File: config.mk
export PLATFORM = sky130hd
export DESIGN_NAME = boot_page_enable_control
export DESIGN_NICKNAME = d
export VERILOG_FILES = /design/src/rtl/boot_page_pkg.sv /design/src/rtl/conv_scanner.sv /design/src/rtl/boot_page_enable_control.sv
export VERILOG_INCLUDE_DIRS = /design/src /design/src/rtl
export SDC_FILE = /design/constraint.sdc
export NUM_CORES = 2
export LEC_CHECK = 0
export BUFFER_PORTS_ARGS = -buffer_cell sky130_fd_sc_hd__buf_4
export CORE_MARGIN = 3
export CORE_UTILIZATION = 36
export CTS_CLUSTER_DIAMETER = 120
export DETAILED_ROUTE_END_ITERATION = 10
export GPL_ROUTABILITY_DRIVEN = 0
export HOLD_SLACK_MARGIN = 0.1
export PLACE_DENSITY_LB_ADDON = 0.08
export SLEW_MARGIN = 20
export SYNTH_ARGS = -nofsm -noshare
export SYNTH_HDL_FRONTEND = slang
export SYNTH_SLANG_ARGS = --single-unit
File: constraint.sdc
create_clock -name ref_clk -period 4.19 [get_ports ref_clk]
set_input_delay 0.419 -clock ref_clk [delete_from_list [all_inputs] [get_ports ref_clk]]
set_output_delay 0.419 -clock ref_clk [all_outputs]
set_load 0.02 [all_outputs]
File: src/rtl/boot_page_defines.svh
// addresses, field positions, reset values and timing counts of the boot, page and enable control
`ifndef BOOT_PAGE_DEFINES_SVH
`define BOOT_PAGE_DEFINES_SVH

`define CLK_PERIOD_NS 40
`define CONV_TIME_NS 8300
`define CONV_CYC (`CONV_TIME_NS / `CLK_PERIOD_NS)
`define BOOT_TIME_NS 1500000
`define BOOT_MAX_CYC (`BOOT_TIME_NS / `CLK_PERIOD_NS)
`define RST_BASE_NS 10000
`define RST_BASE_CYC (`RST_BASE_NS / `CLK_PERIOD_NS)

`define NUM_CH 12
`define REG_RESET 8'h00
`define RANGE_OFF 2'b11

`define NV_COPY_FIRST 8'h0F
`define NV_COPY_LAST 8'h7D

`define DF_RANGE0 7'h0F
`define DF_RANGE1 7'h10
`define DF_RANGE2 7'h11
`define DF_RST_CFG 7'h15
`define DF_FLT1_LO 7'h16
`define DF_FLT1_HI 7'h17
`define DF_FLT2_LO 7'h18
`define DF_FLT2_HI 7'h19
`define DF_THR_BASE 7'h23
`define DF_FLT_MODE 7'h47
`define DF_CRIT_LO 7'h48
`define DF_CRIT_HI 7'h49
`define DF_LOG_LO 7'h4A
`define DF_LOG_HI 7'h4B
`define DF_SW_EN 7'h4D
`define SW_EN_ADDR 8'h4D
`define SW_EN_USED_MASK 8'h0F
`define SW_EN_BIT 0
`define MARGIN_BIT 1
`define EW_SEL_BIT 2
`define WDOG_BIT 3
`define LATCH_MODE_BIT 0

`define EXT_RESULT_LAST 8'h17
`define EXT_FLAG_LO 8'h18
`define EXT_FLAG_HI 8'h19
`define EXT_GPIO_DATA 8'h1A
`define EXT_GPIO_DIR 8'h1B
`define EXT_DAC_EN_LO 8'h1C
`define EXT_DAC_EN_HI 8'h1D

`define CMD_I2C_EXT 8'h98
`define CMD_I2C_EXT_EXIT 8'h99
`define CMD_I2C_NV 8'h9A
`define CMD_I2C_NV_EXIT 8'h9B
`define CMD_JTAG_EXT 8'h09
`define CMD_JTAG_EXT_EXIT 8'h0A
`define CMD_JTAG_NV 8'h0B
`define CMD_JTAG_NV_EXIT 8'h0C

`define LOG_LAST_IDX 4'hE
`define LOG_LAST_ADDR 8'h0E
`define LOG_MARK 8'h01

`endif

File: src/rtl/boot_page_pkg.sv
// types shared by the boot, page and enable control
`default_nettype none
package boot_page_pkg;
	typedef enum logic [1:0] {ST_BOOT, ST_RUN, ST_LOG} boot_state_t;
	typedef enum logic [1:0] {PG_DEFAULT, PG_EXTENDED, PG_NONVOL} page_t;
endpackage : boot_page_pkg
`default_nettype wire

File: src/rtl/conv_scanner.sv
// channel scanner: steps the converter through enabled channels and reports results
`include "boot_page_defines.svh"
`default_nettype none
module conv_scanner (
	input wire logic ref_clk,
	input wire logic reset,
	input wire logic run,
	input wire logic [23:0] range_sel,
	input wire logic [9:0] adc_result,
	output logic [3:0] adc_channel,
	output logic adc_start,
	output logic done,
	output logic [3:0] done_ch,
	output logic [9:0] done_val
);
	logic busy_r;
	logic [7:0] cnt_r;
	wire chan_off_w = (range_sel[{adc_channel, 1'b0} +: 2] == `RANGE_OFF);
	wire [3:0] next_ch_w = (adc_channel == 4'(`NUM_CH - 1)) ? 4'h0 : adc_channel + 4'h1;

	always_ff @(posedge ref_clk) begin
		if (reset || !run) begin
			adc_channel <= 4'h0;
			busy_r <= 1'b0;
			cnt_r <= 8'h00;
			adc_start <= 1'b0;
			done <= 1'b0;
			done_ch <= 4'h0;
			done_val <= 10'h000;
		end else begin
			adc_start <= 1'b0;
			done <= 1'b0;
			if (!busy_r) begin
				if (chan_off_w) begin
					adc_channel <= next_ch_w;
				end else begin
					busy_r <= 1'b1;
					adc_start <= 1'b1;
					cnt_r <= 8'(`CONV_CYC - 1);
				end
			end else if (cnt_r == 8'h00) begin
				busy_r <= 1'b0;
				done <= 1'b1;
				done_ch <= adc_channel;
				done_val <= adc_result;
				adc_channel <= next_ch_w;
			end else begin
				cnt_r <= cnt_r - 8'h01;
			end
		end
	end

	AST_CONV_TIME:
	assert property (@(posedge ref_clk) disable iff (reset || !run) adc_start |-> ##207 done)
		else $error("conversion did not finish in 207 cycles");
	AST_SKIP_OFF:
	assert property (@(posedge ref_clk) disable iff (reset) adc_start |-> range_sel[{adc_channel, 1'b0} +: 2] != 2'b11)
		else $error("disabled channel was converted");
endmodule : conv_scanner
`default_nettype wire

File: src/rtl/boot_page_enable_control.sv
// boot loader, page selection, enable gating, fault flags and fault logging of the supply manager
`include "boot_page_defines.svh"
`default_nettype none
module boot_page_enable_control #(
	parameter int BOOT_LIMIT_CYC = `BOOT_MAX_CYC
) (
	input wire logic ref_clk,
	input wire logic reset,
	input wire logic en_pin,
	input wire logic [5:0] gpio_in,
	input wire logic reg_wr,
	input wire logic reg_rd,
	input wire logic [7:0] reg_addr,
	input wire logic [7:0] reg_wdata,
	output logic [7:0] reg_rdata,
	output logic reg_rvalid,
	input wire logic cmd_valid,
	input wire logic cmd_jtag,
	input wire logic [7:0] cmd_code,
	input wire logic reboot_req,
	output logic serial_ready,
	output logic [7:0] nv_addr,
	input wire logic [7:0] nv_rdata,
	output logic nv_wr,
	output logic [7:0] nv_wdata,
	input wire logic [9:0] adc_result,
	output logic [3:0] adc_channel,
	output logic adc_start,
	output logic [95:0] trim_voltage_output_code,
	output logic [11:0] trim_voltage_output_oe,
	output logic [11:0] gate_out,
	output logic [11:0] gate_oe,
	output logic [5:0] gpio_out,
	output logic [5:0] gpio_oe,
	output logic reset_out_n,
	output logic [1:0] fault_out,
	output logic early_warning,
	output logic margin_en,
	output logic ew_overvoltage,
	output logic wdog_independent,
	output logic log_locked
);
	boot_page_pkg::boot_state_t st_r, st_nxt;
	boot_page_pkg::page_t page_r, page_nxt;
	logic [7:0] dflt_r [0:127];
	logic [7:0] res_r [0:23];
	logic en_s1_r, en_s2_r;
	logic [5:0] gpio_s1_r, gpio_s2_r;
	logic [11:0] fault_r, ew_r, dac_en_r;
	logic [5:0] gpio_dir_r;
	logic latch_r, rd_pend_r;
	logic [7:0] rd_addr_r;
	boot_page_pkg::page_t rd_page_r;
	logic [3:0] log_idx_r;
	logic [10:0] rst_cnt_r;
	logic [15:0] boot_cyc_r;
	logic scan_done;
	logic [3:0] scan_ch;
	logic [9:0] scan_val;
	logic [11:0] viol_w, ew_hit_w;

	// pin inputs come from outside the clock domain
	always_ff @(posedge ref_clk) begin
		if (reset) begin
			en_s1_r <= 1'b0;
			en_s2_r <= 1'b0;
			gpio_s1_r <= 6'h00;
			gpio_s2_r <= 6'h00;
		end else begin
			en_s1_r <= en_pin;
			en_s2_r <= en_s1_r;
			gpio_s1_r <= gpio_in;
			gpio_s2_r <= gpio_s1_r;
		end
	end

	wire in_boot_w = (st_r == boot_page_pkg::ST_BOOT);
	wire in_run_w = (st_r == boot_page_pkg::ST_RUN);
	wire in_log_w = (st_r == boot_page_pkg::ST_LOG);
	// the software enable bit reads 0 in RAM before boot; boot itself keeps everything disabled
	wire sw_disable_w = dflt_r[`DF_SW_EN][`SW_EN_BIT];
	wire mon_en_w = !in_boot_w && !(in_run_w && reboot_req) && en_s2_r && !sw_disable_w;
	wire scan_run_w = mon_en_w && in_run_w;
	wire host_ok_w = in_run_w;
	wire [11:0] crit_mask_w = {dflt_r[`DF_CRIT_HI][3:0], dflt_r[`DF_CRIT_LO]};
	wire [11:0] log_mask_w = {dflt_r[`DF_LOG_HI][3:0], dflt_r[`DF_LOG_LO]};
	wire [11:0] flt1_mask_w = {dflt_r[`DF_FLT1_HI][3:0], dflt_r[`DF_FLT1_LO]};
	wire [11:0] flt2_mask_w = {dflt_r[`DF_FLT2_HI][3:0], dflt_r[`DF_FLT2_LO]};
	wire latch_mode_w = dflt_r[`DF_FLT_MODE][`LATCH_MODE_BIT];
	wire crit_now_w = |(fault_r & crit_mask_w);
	wire trip_w = crit_now_w || latch_r;
	wire [7:0] msb_w = scan_val[9:2];

	conv_scanner u_scan (
		.ref_clk(ref_clk),
		.reset(reset),
		.run(scan_run_w),
		.range_sel({dflt_r[`DF_RANGE2], dflt_r[`DF_RANGE1], dflt_r[`DF_RANGE0]}),
		.adc_result(adc_result),
		.adc_channel(adc_channel),
		.adc_start(adc_start),
		.done(scan_done),
		.done_ch(scan_ch),
		.done_val(scan_val)
	);

	genvar g;
	generate
		for (g = 0; g < `NUM_CH; g++) begin : g_ch
			// limits per channel: overvoltage, undervoltage, early warning
			assign viol_w[g] = (msb_w > dflt_r[`DF_THR_BASE + 3 * g]) || (msb_w < dflt_r[`DF_THR_BASE + 3 * g + 1]);
			assign ew_hit_w[g] = dflt_r[`DF_SW_EN][`EW_SEL_BIT] ? (msb_w > dflt_r[`DF_THR_BASE + 3 * g + 2])
				: (msb_w < dflt_r[`DF_THR_BASE + 3 * g + 2]);
			assign trim_voltage_output_code[8 * g +: 8] = dflt_r[g];
		end
	endgenerate

	// page commands, decoded for either serial port
	wire cmd_ok_w = cmd_valid && host_ok_w;
	wire go_ext_w = cmd_ok_w && (cmd_jtag ? cmd_code == `CMD_JTAG_EXT : cmd_code == `CMD_I2C_EXT);
	wire go_nv_w = cmd_ok_w && (cmd_jtag ? cmd_code == `CMD_JTAG_NV : cmd_code == `CMD_I2C_NV);
	wire exit_w = cmd_ok_w && (cmd_jtag ? (cmd_code == `CMD_JTAG_EXT_EXIT || cmd_code == `CMD_JTAG_NV_EXIT)
		: (cmd_code == `CMD_I2C_EXT_EXIT || cmd_code == `CMD_I2C_NV_EXIT));
	always_comb begin
		page_nxt = page_r;
		if (in_boot_w) begin
			page_nxt = boot_page_pkg::PG_DEFAULT;
		end else if (go_ext_w) begin
			page_nxt = boot_page_pkg::PG_EXTENDED;
		end else if (go_nv_w) begin
			page_nxt = boot_page_pkg::PG_NONVOL;
		end else if (exit_w) begin
			page_nxt = boot_page_pkg::PG_DEFAULT;
		end
	end

	// host register writes
	wire wr_ok_w = reg_wr && host_ok_w;
	wire wr_dflt_w = wr_ok_w && page_r == boot_page_pkg::PG_DEFAULT && !reg_addr[7];
	wire wr_ext_w = wr_ok_w && page_r == boot_page_pkg::PG_EXTENDED;
	wire wr_nv_w = wr_ok_w && page_r == boot_page_pkg::PG_NONVOL && !(log_locked && reg_addr <= `LOG_LAST_ADDR);
	wire boot_cp_w = in_boot_w;
	wire [7:0] dwr_addr_w = boot_cp_w ? nv_addr : reg_addr;
	wire [7:0] dwr_raw_w = boot_cp_w ? nv_rdata : reg_wdata;
	wire [7:0] dwr_data_w = (dwr_addr_w == `SW_EN_ADDR) ? (dwr_raw_w & `SW_EN_USED_MASK) : dwr_raw_w;
	wire log_hit_w = scan_done && viol_w[scan_ch] && !fault_r[scan_ch] && log_mask_w[scan_ch] && !log_locked;

	always_ff @(posedge ref_clk) begin
		if (reset) begin
			dflt_r <= '{default: `REG_RESET};
		end else if (boot_cp_w || wr_dflt_w) begin
			dflt_r[dwr_addr_w[6:0]] <= dwr_data_w;
		end
	end

	always_comb begin
		st_nxt = st_r;
		case (st_r)
			boot_page_pkg::ST_BOOT: if (nv_addr == `NV_COPY_LAST) st_nxt = boot_page_pkg::ST_RUN;
			boot_page_pkg::ST_RUN: begin
				if (reboot_req) begin
					st_nxt = boot_page_pkg::ST_BOOT;
				end else if (log_hit_w) begin
					st_nxt = boot_page_pkg::ST_LOG;
				end
			end
			boot_page_pkg::ST_LOG: if (log_idx_r == `LOG_LAST_IDX) st_nxt = boot_page_pkg::ST_RUN;
			default: st_nxt = boot_page_pkg::ST_BOOT;
		endcase
	end

	wire [7:0] log_byte_w = (log_idx_r < 4'(`NUM_CH)) ? res_r[{log_idx_r, 1'b0}] :
		(log_idx_r == 4'hC) ? fault_r[7:0] : (log_idx_r == 4'hD) ? {4'h0, fault_r[11:8]} : `LOG_MARK;

	always_ff @(posedge ref_clk) begin
		if (reset) begin
			st_r <= boot_page_pkg::ST_BOOT;
			page_r <= boot_page_pkg::PG_DEFAULT;
			nv_addr <= `NV_COPY_FIRST;
			nv_wr <= 1'b0;
			nv_wdata <= 8'h00;
			log_idx_r <= 4'h0;
			log_locked <= 1'b0;
		end else begin
			st_r <= st_nxt;
			page_r <= page_nxt;
			nv_wr <= 1'b0;
			if (in_boot_w) begin
				nv_addr <= nv_addr + 8'h01;
			end else if (in_log_w) begin
				nv_wr <= 1'b1;
				nv_addr <= {4'h0, log_idx_r};
				nv_wdata <= log_byte_w;
				log_idx_r <= log_idx_r + 4'h1;
				if (log_idx_r == `LOG_LAST_IDX) log_locked <= 1'b1;
			end else if (in_run_w && reboot_req) begin
				nv_addr <= `NV_COPY_FIRST;
			end else if (wr_nv_w) begin
				nv_wr <= 1'b1;
				nv_addr <= reg_addr;
				nv_wdata <= reg_wdata;
			end else if (reg_rd && host_ok_w && page_r == boot_page_pkg::PG_NONVOL) begin
				nv_addr <= reg_addr;
			end
			if (!in_log_w) log_idx_r <= 4'h0;
		end
	end

	// conversion results survive a reboot; only power-on reset clears them
	always_ff @(posedge ref_clk) begin
		if (reset) begin
			res_r <= '{default: `REG_RESET};
		end else if (scan_done) begin
			res_r[{scan_ch, 1'b0}] <= msb_w;
			res_r[{scan_ch, 1'b1}] <= {scan_val[1:0], 6'h00};
		end
	end

	always_ff @(posedge ref_clk) begin
		if (reset || !mon_en_w) begin
			fault_r <= 12'h000;
			ew_r <= 12'h000;
		end else if (scan_done) begin
			fault_r[scan_ch] <= viol_w[scan_ch];
			ew_r[scan_ch] <= ew_hit_w[scan_ch];
		end
	end

	// a latched trip holds until the enable pin or bit is toggled or a reboot is requested
	always_ff @(posedge ref_clk) begin
		if (reset || !mon_en_w) begin
			latch_r <= 1'b0;
		end else if (crit_now_w && latch_mode_w) begin
			latch_r <= 1'b1;
		end
	end

	wire [7:0] rst_cfg_w = dflt_r[`DF_RST_CFG];
	wire [10:0] rst_tmo_w = 11'((rst_cfg_w[2:0] + 11'h001) * `RST_BASE_CYC);
	wire all_ok_w = mon_en_w && fault_r == 12'h000;
	always_ff @(posedge ref_clk) begin
		if (reset || in_boot_w || !all_ok_w) begin
			rst_cnt_r <= 11'h000;
			reset_out_n <= 1'b0;
		end else begin
			if (rst_cnt_r != rst_tmo_w) rst_cnt_r <= rst_cnt_r + 11'h001;
			reset_out_n <= (rst_cnt_r == rst_tmo_w);
		end
	end

	always_ff @(posedge ref_clk) begin
		if (reset) begin
			gate_out <= 12'h000;
			gate_oe <= 12'h000;
			gpio_out <= 6'h00;
			gpio_dir_r <= 6'h00;
			gpio_oe <= 6'h00;
			dac_en_r <= 12'h000;
			trim_voltage_output_oe <= 12'h000;
			fault_out <= 2'b00;
			early_warning <= 1'b0;
			serial_ready <= 1'b0;
		end else begin
			gate_out <= (mon_en_w && !trip_w) ? 12'hFFF : 12'h000;
			gate_oe <= in_boot_w ? 12'h000 : 12'hFFF;
			gpio_oe <= in_boot_w ? 6'h00 : gpio_dir_r;
			trim_voltage_output_oe <= in_boot_w ? 12'h000 : dac_en_r;
			fault_out <= {|(fault_r & flt2_mask_w), |(fault_r & flt1_mask_w)};
			early_warning <= |ew_r;
			serial_ready <= in_run_w && !reboot_req && !log_hit_w;
			if (wr_ext_w && reg_addr == `EXT_GPIO_DATA) gpio_out <= reg_wdata[5:0];
			if (wr_ext_w && reg_addr == `EXT_GPIO_DIR) gpio_dir_r <= reg_wdata[5:0];
			if (wr_ext_w && reg_addr == `EXT_DAC_EN_LO) dac_en_r[7:0] <= reg_wdata;
			if (wr_ext_w && reg_addr == `EXT_DAC_EN_HI) dac_en_r[11:8] <= reg_wdata[3:0];
		end
	end

	assign margin_en = dflt_r[`DF_SW_EN][`MARGIN_BIT];
	assign ew_overvoltage = dflt_r[`DF_SW_EN][`EW_SEL_BIT];
	assign wdog_independent = dflt_r[`DF_SW_EN][`WDOG_BIT];

	// reads answer two cycles after the strobe so the nonvolatile page can be fetched
	wire [7:0] ext_rd_w = (rd_addr_r <= `EXT_RESULT_LAST) ? res_r[rd_addr_r[4:0]] :
		(rd_addr_r == `EXT_FLAG_LO) ? fault_r[7:0] :
		(rd_addr_r == `EXT_FLAG_HI) ? {4'h0, fault_r[11:8]} :
		(rd_addr_r == `EXT_GPIO_DATA) ? {2'h0, gpio_s2_r} :
		(rd_addr_r == `EXT_GPIO_DIR) ? {2'h0, gpio_dir_r} :
		(rd_addr_r == `EXT_DAC_EN_LO) ? dac_en_r[7:0] :
		(rd_addr_r == `EXT_DAC_EN_HI) ? {4'h0, dac_en_r[11:8]} : 8'h00;
	wire [7:0] dflt_rd_w = rd_addr_r[7] ? 8'h00 : dflt_r[rd_addr_r[6:0]];
	wire [7:0] rd_mux_w = (rd_page_r == boot_page_pkg::PG_NONVOL) ? nv_rdata :
		(rd_page_r == boot_page_pkg::PG_EXTENDED) ? ext_rd_w : dflt_rd_w;
	always_ff @(posedge ref_clk) begin
		if (reset) begin
			rd_pend_r <= 1'b0;
			rd_addr_r <= 8'h00;
			rd_page_r <= boot_page_pkg::PG_DEFAULT;
			reg_rvalid <= 1'b0;
			reg_rdata <= 8'h00;
		end else begin
			rd_pend_r <= reg_rd && host_ok_w && !reboot_req && !log_hit_w;
			rd_addr_r <= reg_addr;
			rd_page_r <= page_r;
			reg_rvalid <= rd_pend_r;
			if (rd_pend_r) reg_rdata <= rd_mux_w;
		end
	end

	always_ff @(posedge ref_clk) begin
		if (reset || !in_boot_w) begin
			boot_cyc_r <= 16'h0000;
		end else begin
			boot_cyc_r <= boot_cyc_r + 16'h0001;
		end
	end

	AST_RESULT_STORE:
	assert property (@(posedge ref_clk) disable iff (reset) scan_done |=> res_r[{$past(scan_ch), 1'b0}] == $past(scan_val[9:2]))
		else $error("conversion result not stored");
	AST_FAULT_OUT:
	assert property (@(posedge ref_clk) disable iff (reset) fault_out[0] |-> |($past(fault_r) & $past(flt1_mask_w)))
		else $error("fault output without a masked fault");
	AST_LOG_LOCK:
	assert property (@(posedge ref_clk) disable iff (reset) (in_log_w && log_idx_r == 4'hE) |=> log_locked && nv_wr)
		else $error("log not locked after last write");
	AST_POR_CLEAR:
	assert property (@(posedge ref_clk) reset |=> res_r[0] == 8'h00 && dflt_r[0] == 8'h00 && nv_addr == 8'h0F)
		else $error("registers not cleared at reset");
	AST_BOOT_NO_SCAN:
	assert property (@(posedge ref_clk) disable iff (reset) in_boot_w |-> !adc_start && fault_r == 12'h000)
		else $error("monitoring active during boot");
	AST_BOOT_TIME:
	assert property (@(posedge ref_clk) disable iff (reset) int'(boot_cyc_r) < BOOT_LIMIT_CYC)
		else $error("boot took too long");
	AST_BOOT_HIZ:
	assert property (@(posedge ref_clk) disable iff (reset) in_boot_w |=> gate_oe == 12'h000 && gpio_oe == 6'h00
		&& trim_voltage_output_oe == 12'h000 && !reset_out_n)
		else $error("outputs driven during boot");
	AST_PAGE_EXT:
	assert property (@(posedge ref_clk) disable iff (reset) go_ext_w |=> page_r == boot_page_pkg::PG_EXTENDED)
		else $error("extended page not selected");
	AST_PAGE_NV:
	assert property (@(posedge ref_clk) disable iff (reset) go_nv_w && !go_ext_w |=> page_r == boot_page_pkg::PG_NONVOL)
		else $error("nonvolatile page not selected");
	AST_DISABLE:
	assert property (@(posedge ref_clk) disable iff (reset) !mon_en_w |=> gate_out == 12'h000 && !adc_start)
		else $error("supplies or monitoring left on while disabled");
	AST_TRIP_OFF:
	assert property (@(posedge ref_clk) disable iff (reset) crit_now_w |=> gate_out == 12'h000)
		else $error("gates not switched off on fault");
endmodule : boot_page_enable_control
`default_nettype wire

Yosys cells after proc, flatten, opt, wreduce, memory -nomap -nowiden

Cells that the tools add are included.

$mul: 1
Order comparisons: 62
Add/sub/neg operators: 6
Shifts and indexed selects: 1
Reduce and logical (&&, ||, !) cells: 94
Bitwise gates (word level): 12
Equal/unequal tests: 40
Muxes and demuxes: 93

Operators by type and width:

| kind               | count |
|---|---|
| $bwmux 1024        | 1 |
| $bwmux 192         | 2 |
| $mux 8             | 34 |
| $gt 8x8->1         | 24 |
| $lt 8x8->1         | 24 |
| $bmux 8 s5         | 2 |
| $demux 8 s5        | 2 |
| $eq 8x5->1 const B | 10 |
| $bmux 8 s7         | 1 |
| $demux 8 s7        | 1 |
| $reduce_or 12->1   | 4 |
| $logic_and 1x1->1  | 37 |
| $and 12x12->12     | 3 |
| $eq 8x4->1 const B | 4 |
| $eq 8x8->1 const B | 4 |
| $mux 1             | 28 |
| $bwmux 12          | 2 |
| $ge 6x6->1 const B | 4 |
| $mux 12            | 2 |
| $mux 4             | 6 |
| $not 5->6          | 4 |
| $shiftx 24x6->2    | 1 |
| $logic_or 1x1->1   | 20 |
| $bmux 1 s4         | 4 |
| 39 further kinds   | 85 |

Bits in registers: 1412
Output and inout bits: 184
Logic and storage cells: 501
Input bits: 56

Logic depth before layout (Yosys ltp)

Depth in word-level cells: 11
Depth in mapped cells: 13
Gate-level depth less buffers: 12

Hierarchy

Synthesis repeated with hierarchy kept, for this count alone.

Cells, all modules: 7630
Area total of the unflattened synthesis: 66645.2 um^2

By module, submodules not included:

| module                   | area each (um^2) | cells an instance | seq. area each (um^2) | instances |
|---|---|---|---|---|
| boot_page_enable_control | 65197.5          | 7442              | 25804.7               | 1 |
| conv_scanner             | 1447.6           | 188               | 580.6                 | 1 |

Least setup slack after synthesis

OpenSTA, ideal clock, no wires.

Kind: flip-flop to flip-flop
From: register dflt_r (netlist bit rst_cfg_w[0])
To: register rst_cnt_r[6]
Clock period less this slack: 4032 ps
Cell stages (with the launch flop): 13
Data required time: 4119 ps
Library setup time: 71 ps
Buffers on the path: 0
Slack: 158 ps
Data arrival time: 3961 ps
Cell sequence: dfxtp_1 > ha_1 > xor2_1 > fa_1 > fa_1 > ha_1 > a21o_1 > a21oi_1 > o221ai_1 > xnor2_1 > nor3_1 > or4_1 > a21oi_1

Cells in the longest elaborated chain, start to end: 3

Ends and longest elaborated chain:

| what                             | line                            | source |
|---|---|---|
| start: declaration               | boot_page_enable_control.sv:45  | `logic [7:0] dflt_r [0:127];` |
| start signal: indexed assignment | boot_page_enable_control.sv:152 | `dflt_r[dwr_addr_w[6:0]] <= dwr_data_w;` |
| $add 3x1->4                      | boot_page_enable_control.sv:239 | `` wire [10:0] rst_tmo_w = 11'((rst_cfg_w[2:0] + 11'h001) * `RST_BASE_CYC); `` |
| $mul 4x7->10 (no line)           | -                               |  |
| $ne 11x11->1                     | boot_page_enable_control.sv:246 | `if (rst_cnt_r != rst_tmo_w) rst_cnt_r <= rst_cnt_r + 11'h001;` |
| end signal: assignment           | boot_page_enable_control.sv:246 |  |
| end: declaration                 | boot_page_enable_control.sv:55  | `logic [10:0] rst_cnt_r;` |

Every way passes these cells.
A chain may end at the register's enable or synchronous reset.

Final worst setup path

From: register rd_addr_r[2]
To: register reg_rdata[7]

Cells in the longest elaborated chain, start to end: 9
Elaborated cells on any way between the ends: 23

Ends and longest elaborated chain:

| what                                                              | line                            | source |
|---|---|---|
| start: declaration                                                | boot_page_enable_control.sv:52  | `logic [7:0] rd_addr_r;` |
| start signal: assignment                                          | boot_page_enable_control.sv:302 | `rd_addr_r <= reg_addr;` |
| parallel branches: the longest is 7 deep, another holds $not 7->8 | -                               |  |
| $mux 8 (*)                                                        | boot_page_enable_control.sv:292 | `(rd_page_r == boot_page_pkg::PG_EXTENDED) ? ext_rd_w : dflt_rd_w;` |
| $mux 8 (*)                                                        | boot_page_enable_control.sv:291 | `wire [7:0] rd_mux_w = (rd_page_r == boot_page_pkg::PG_NONVOL) ? nv_rdata :` |
| end signal: assignment                                            | boot_page_enable_control.sv:305 | `if (rd_pend_r) reg_rdata <= rd_mux_w;` |
| end: declaration                                                  | boot_page_enable_control.sv:15  | `output logic [7:0] reg_rdata,` |

Every way passes the cells marked *. The select of a mux whose other input is x is not followed.

==> results.yml <==
logic_synthesis:
  synthesis.nets: 8074
  netlist_top_cells_area: "sky130_fd_sc_hd__dfxtp_1 39%, sky130_fd_sc_hd__mux4_2 10%, sky130_fd_sc_hd__a21oi_1 6.8%"
  postSynth.topFlopCell: "sky130_fd_sc_hd__dfxtp_1"
  async_flop_share: 0
  yosys.cell_count.top_type: "sky130_fd_sc_hd__dfxtp_1"
  synth-edff-count: 0
  synth-seq-cells: 1318
  yosys_warnings: 0
  synth.avg_cell_area_um2: 8.74
  synthDominantCellAreaShare: 0.391
  postSynthCellCount: 7711
  yosysSeqAreaShare: 0.391
  number_of_distinct_library_cell_variants_in_the_gate_level_netlist_after_synthesis: 83
  synth_top_area_cell: "sky130_fd_sc_hd__dfxtp_1"
  mappedNetlistArea_um2: 67400
  synth_commonest_cells: "1318 x sky130_fd_sc_hd__dfxtp_1, 914 x sky130_fd_sc_hd__a21oi_1, 854 x sky130_fd_sc_hd__nand2_1"
cts:
  cts_made_buffers: 157
  ctsLongestPathBuffers: 3
  cts_tree: "yes"
  clock_tree.root_cell: "sky130_fd_sc_hd__clkbuf_16"
  cts.sink_count: 1318
  worstSkewPairLatency_ns: 0.84
  clk_pin_slew_worst_paths_ns: 0.06
  cts.htree.levels: 4
cells_and_area:
  multi_input_area_um2: 36500
  ff_latch_area_um2: 26400
  area_growth_pct: 14.8
  final_util: 0.417
  layout-drive-gt1-share: 0.157
  fillerInstances: 18450
  layout.nets: 8035
hold_path:
  min_path_type: "input port to flip-flop"
global_routing:
  antenna_violations_before_repair: 11
  total_global_routing_track_utilization: 0.295
  first_pass_grt_wire_length_mm: 419
  globalRouteMet3Util: 0.0460
  grt_use_met1: 0.399
  grt_start_max_net_pins: 186
  top_usage_layer: "met2"
  grt_pass1_vias: 56582
  grtUsageMet2: 0.458
  grt_overflow: 0
sta:
  worstMarginPinSlew_ns: 1.16
  final-setup-viol-count: 0
  grt_setup_unrepaired: "no"
  clock.fmax_ghz: 0.246
  fin_skew_ns: 0.0404
  slew-limit-headroom: 0.225
  maxSlewViolCount: 0
  final.period_utilization: 0.972
  holdWs_ns: 0.192
  final.min_clock_period_ns: 4.07
  endpoints_failing_hold: 0
  fin_setup_tns_ns: 0
critical_path:
  worstPathMaxFanout: 30
  worst-setup-path-type: "flip-flop to flip-flop"
  timing.critical_path.slowest_stage_cell: "sky130_fd_sc_hd__dfxtp_4"
  worstPathCellList: "and2_2 > buf_4 > a22oi_1 > a21oi_1 > nor3_1 > buf_4 > a311oi_1 > o21ba_2"
  worstSetupEndpointType: "flip-flop"
  startpoint_type: "flip-flop"
  worstPathRequired_ns: 4.98
  critical_path.most_common_cell: "sky130_fd_sc_hd__buf_4"
  crit_path_dat_ns: 4.86
  critPathMaxStageDelay_ns: 0.85
detailed_routing:
  route.antenna.remaining_nets: 0
  detailedRoute.firstIterationViolations: 6205
  wl_mm: 291
  detailedRoute.firstPassIterationCount: 7
  vias_per_cell: 5.79
  drt_drc_violations_left: 0
  wl_per_cell_um: 28.3
  num_vias: 59423
die:
  die_x_um: 439
  die_h_um: 439
  floorplan.die_area_um2: 193000
  core_area_um2: 186000
  floorplan.initialDensity: 0.363
  placement_rows: 158
  top_level_ports: 240
power_and_ir_drop:
  leakage_nw: 26.8
  vdd_drop_max_v: 0.000374
  power_density_nw_per_um2: 376
place:
  portBuffers: 239
  detailed_place_hpwl_mm: 198
run:
  number_of_violations_of_the_max_capacitance_limit: 0
outcome:
  status: "completed"
-- power breakdown --
group          switching [W]  internal (W)  leakage [nW]
clock                0.00580       0.00799          2.52
sequential          0.000154        0.0126          10.6
combinational        0.00184      0.000689          13.6
-- critical path, delay by kind of cell, from the launching register on --
family / cells / cell delay, ns
flip-flops: 1 / 0.85
AND/OR/NAND/NOR: 2 / 0.81
buffers and inverters: 2 / 0.52
AO/OA/AOI/OAI: 4 / 1.79
-- registers in the layout (all words and copies together) (netlist names), 10 cells and up --
signal	flops
dflt_r	905
res_r	120
trim_voltage_output_code	96
crit_mask_w	12
dac_en_r	12
ew_r	12
fault_r	12
trim_voltage_output_oe	12
rst_cnt_r	11
u_scan.done_val	10
-- metal layers --
metal  vias to the layer above  wire (um)
met4                         6      15300
met1                     29335     126000
met2                      2332     130000
met5                         -         47
met3                       522      19800
li1                      27228          -
-- final timing paths --
| path | slack [ns] | start | to | depth (start not counted) |
|---|---|---|---|---|
| hold / removal | 0.19 | nv_rdata[7] | reg_rdata[7]$_SDFFE_PP0P_ | 4 |
| hold reg to reg | 0.44 | gpio_s1_r[3]$_SDFF_PP0_ | gpio_s2_r[3]$_SDFF_PP0_ | 1 |
| setup / recovery | 0.12 | rd_addr_r[2]$_SDFF_PP0_ | reg_rdata[7]$_SDFFE_PP0P_ | 8 |
| setup reg to reg | 0.12 | rd_addr_r[2]$_SDFF_PP0_ | reg_rdata[7]$_SDFFE_PP0P_ | 8 |
-- cells by family (layout without fill, tap and decap cells) --
family                   Yosys count  in the layout  synth area share
AO/OA/AOI/OAI                   1699           1699             0.153
XOR/XNOR                          32             32           0.00416
adder cells (fa/ha/maj)          307            307            0.0577
buffers and inverters           1074           1150            0.0723
flip-flops                      1318           1318             0.391
multiplexers                     568            568             0.141
other                              0              4                 0
AND/OR/NAND/NOR                 2713           2713             0.181
-- through the flow --
step                      instances  area (um2)  setup slack (ns)  total power, W
after floorplan                7711       67400             0.158          0.0144
after global placement         9951       71800            0.0854          0.0155
after detailed placement       9951       71900             0.137          0.0155
after CTS                     10266       77400             0.126          0.0293
after global routing          10268       77400            0.0483          0.0300
final                         10271       77400             0.119          0.0291
-- cell usage in the layout (no fill, tap or decap), drive strengths merged, types with 17 or more instances in the layout --
cell / Yosys / final
a211oi: 290 / 290
a21o: 33 / 33
a21oi: 922 / 922
a221oi: 37 / 37
a22o: 25 / 25
a22oi: 64 / 64
a31oi: 20 / 20
and2: 32 / 32
buf: 356 / 541
clkbuf: 424 / 230
clkinv: 1 / 31
dfxtp: 1318 / 1318
dlygate4sd3: 0 / 41
ha: 300 / 300
inv: 293 / 298
mux2i: 257 / 257
mux4: 302 / 302
nand2: 854 / 854
nand2b: 32 / 32
nand3: 386 / 386
nand4: 67 / 67
nor2: 847 / 847
nor2b: 67 / 67
nor3: 337 / 337
o211ai: 48 / 48
o21ai: 125 / 125
o22ai: 26 / 26
xnor2: 17 / 17
-- what timing repair did --
action                                 CTS  global route
hold buffers                            41             0
resized for setup                        0             2
setup endpoints to repair                0             4
endpoints found under the hold margin  110             0
setup buffers                            0             1
-- layout make-up --
| type | instances | share of cell area |
|---|---|---|
| Antenna cell | 4 | 0.000129 |
| Clock buffer | 230 | 0.0596 |
| Clock inverter | 44 | 0.00632 |
| Inverter | 294 | 0.0143 |
| Multi-Input combinational cell | 5319 | 0.472 |
| Sequential cell | 1318 | 0.341 |
| Tap cell | 2480 | 0.0401 |
| Timing Repair Buffer | 582 | 0.0663 |
Power figures use the tool's default switching activity.
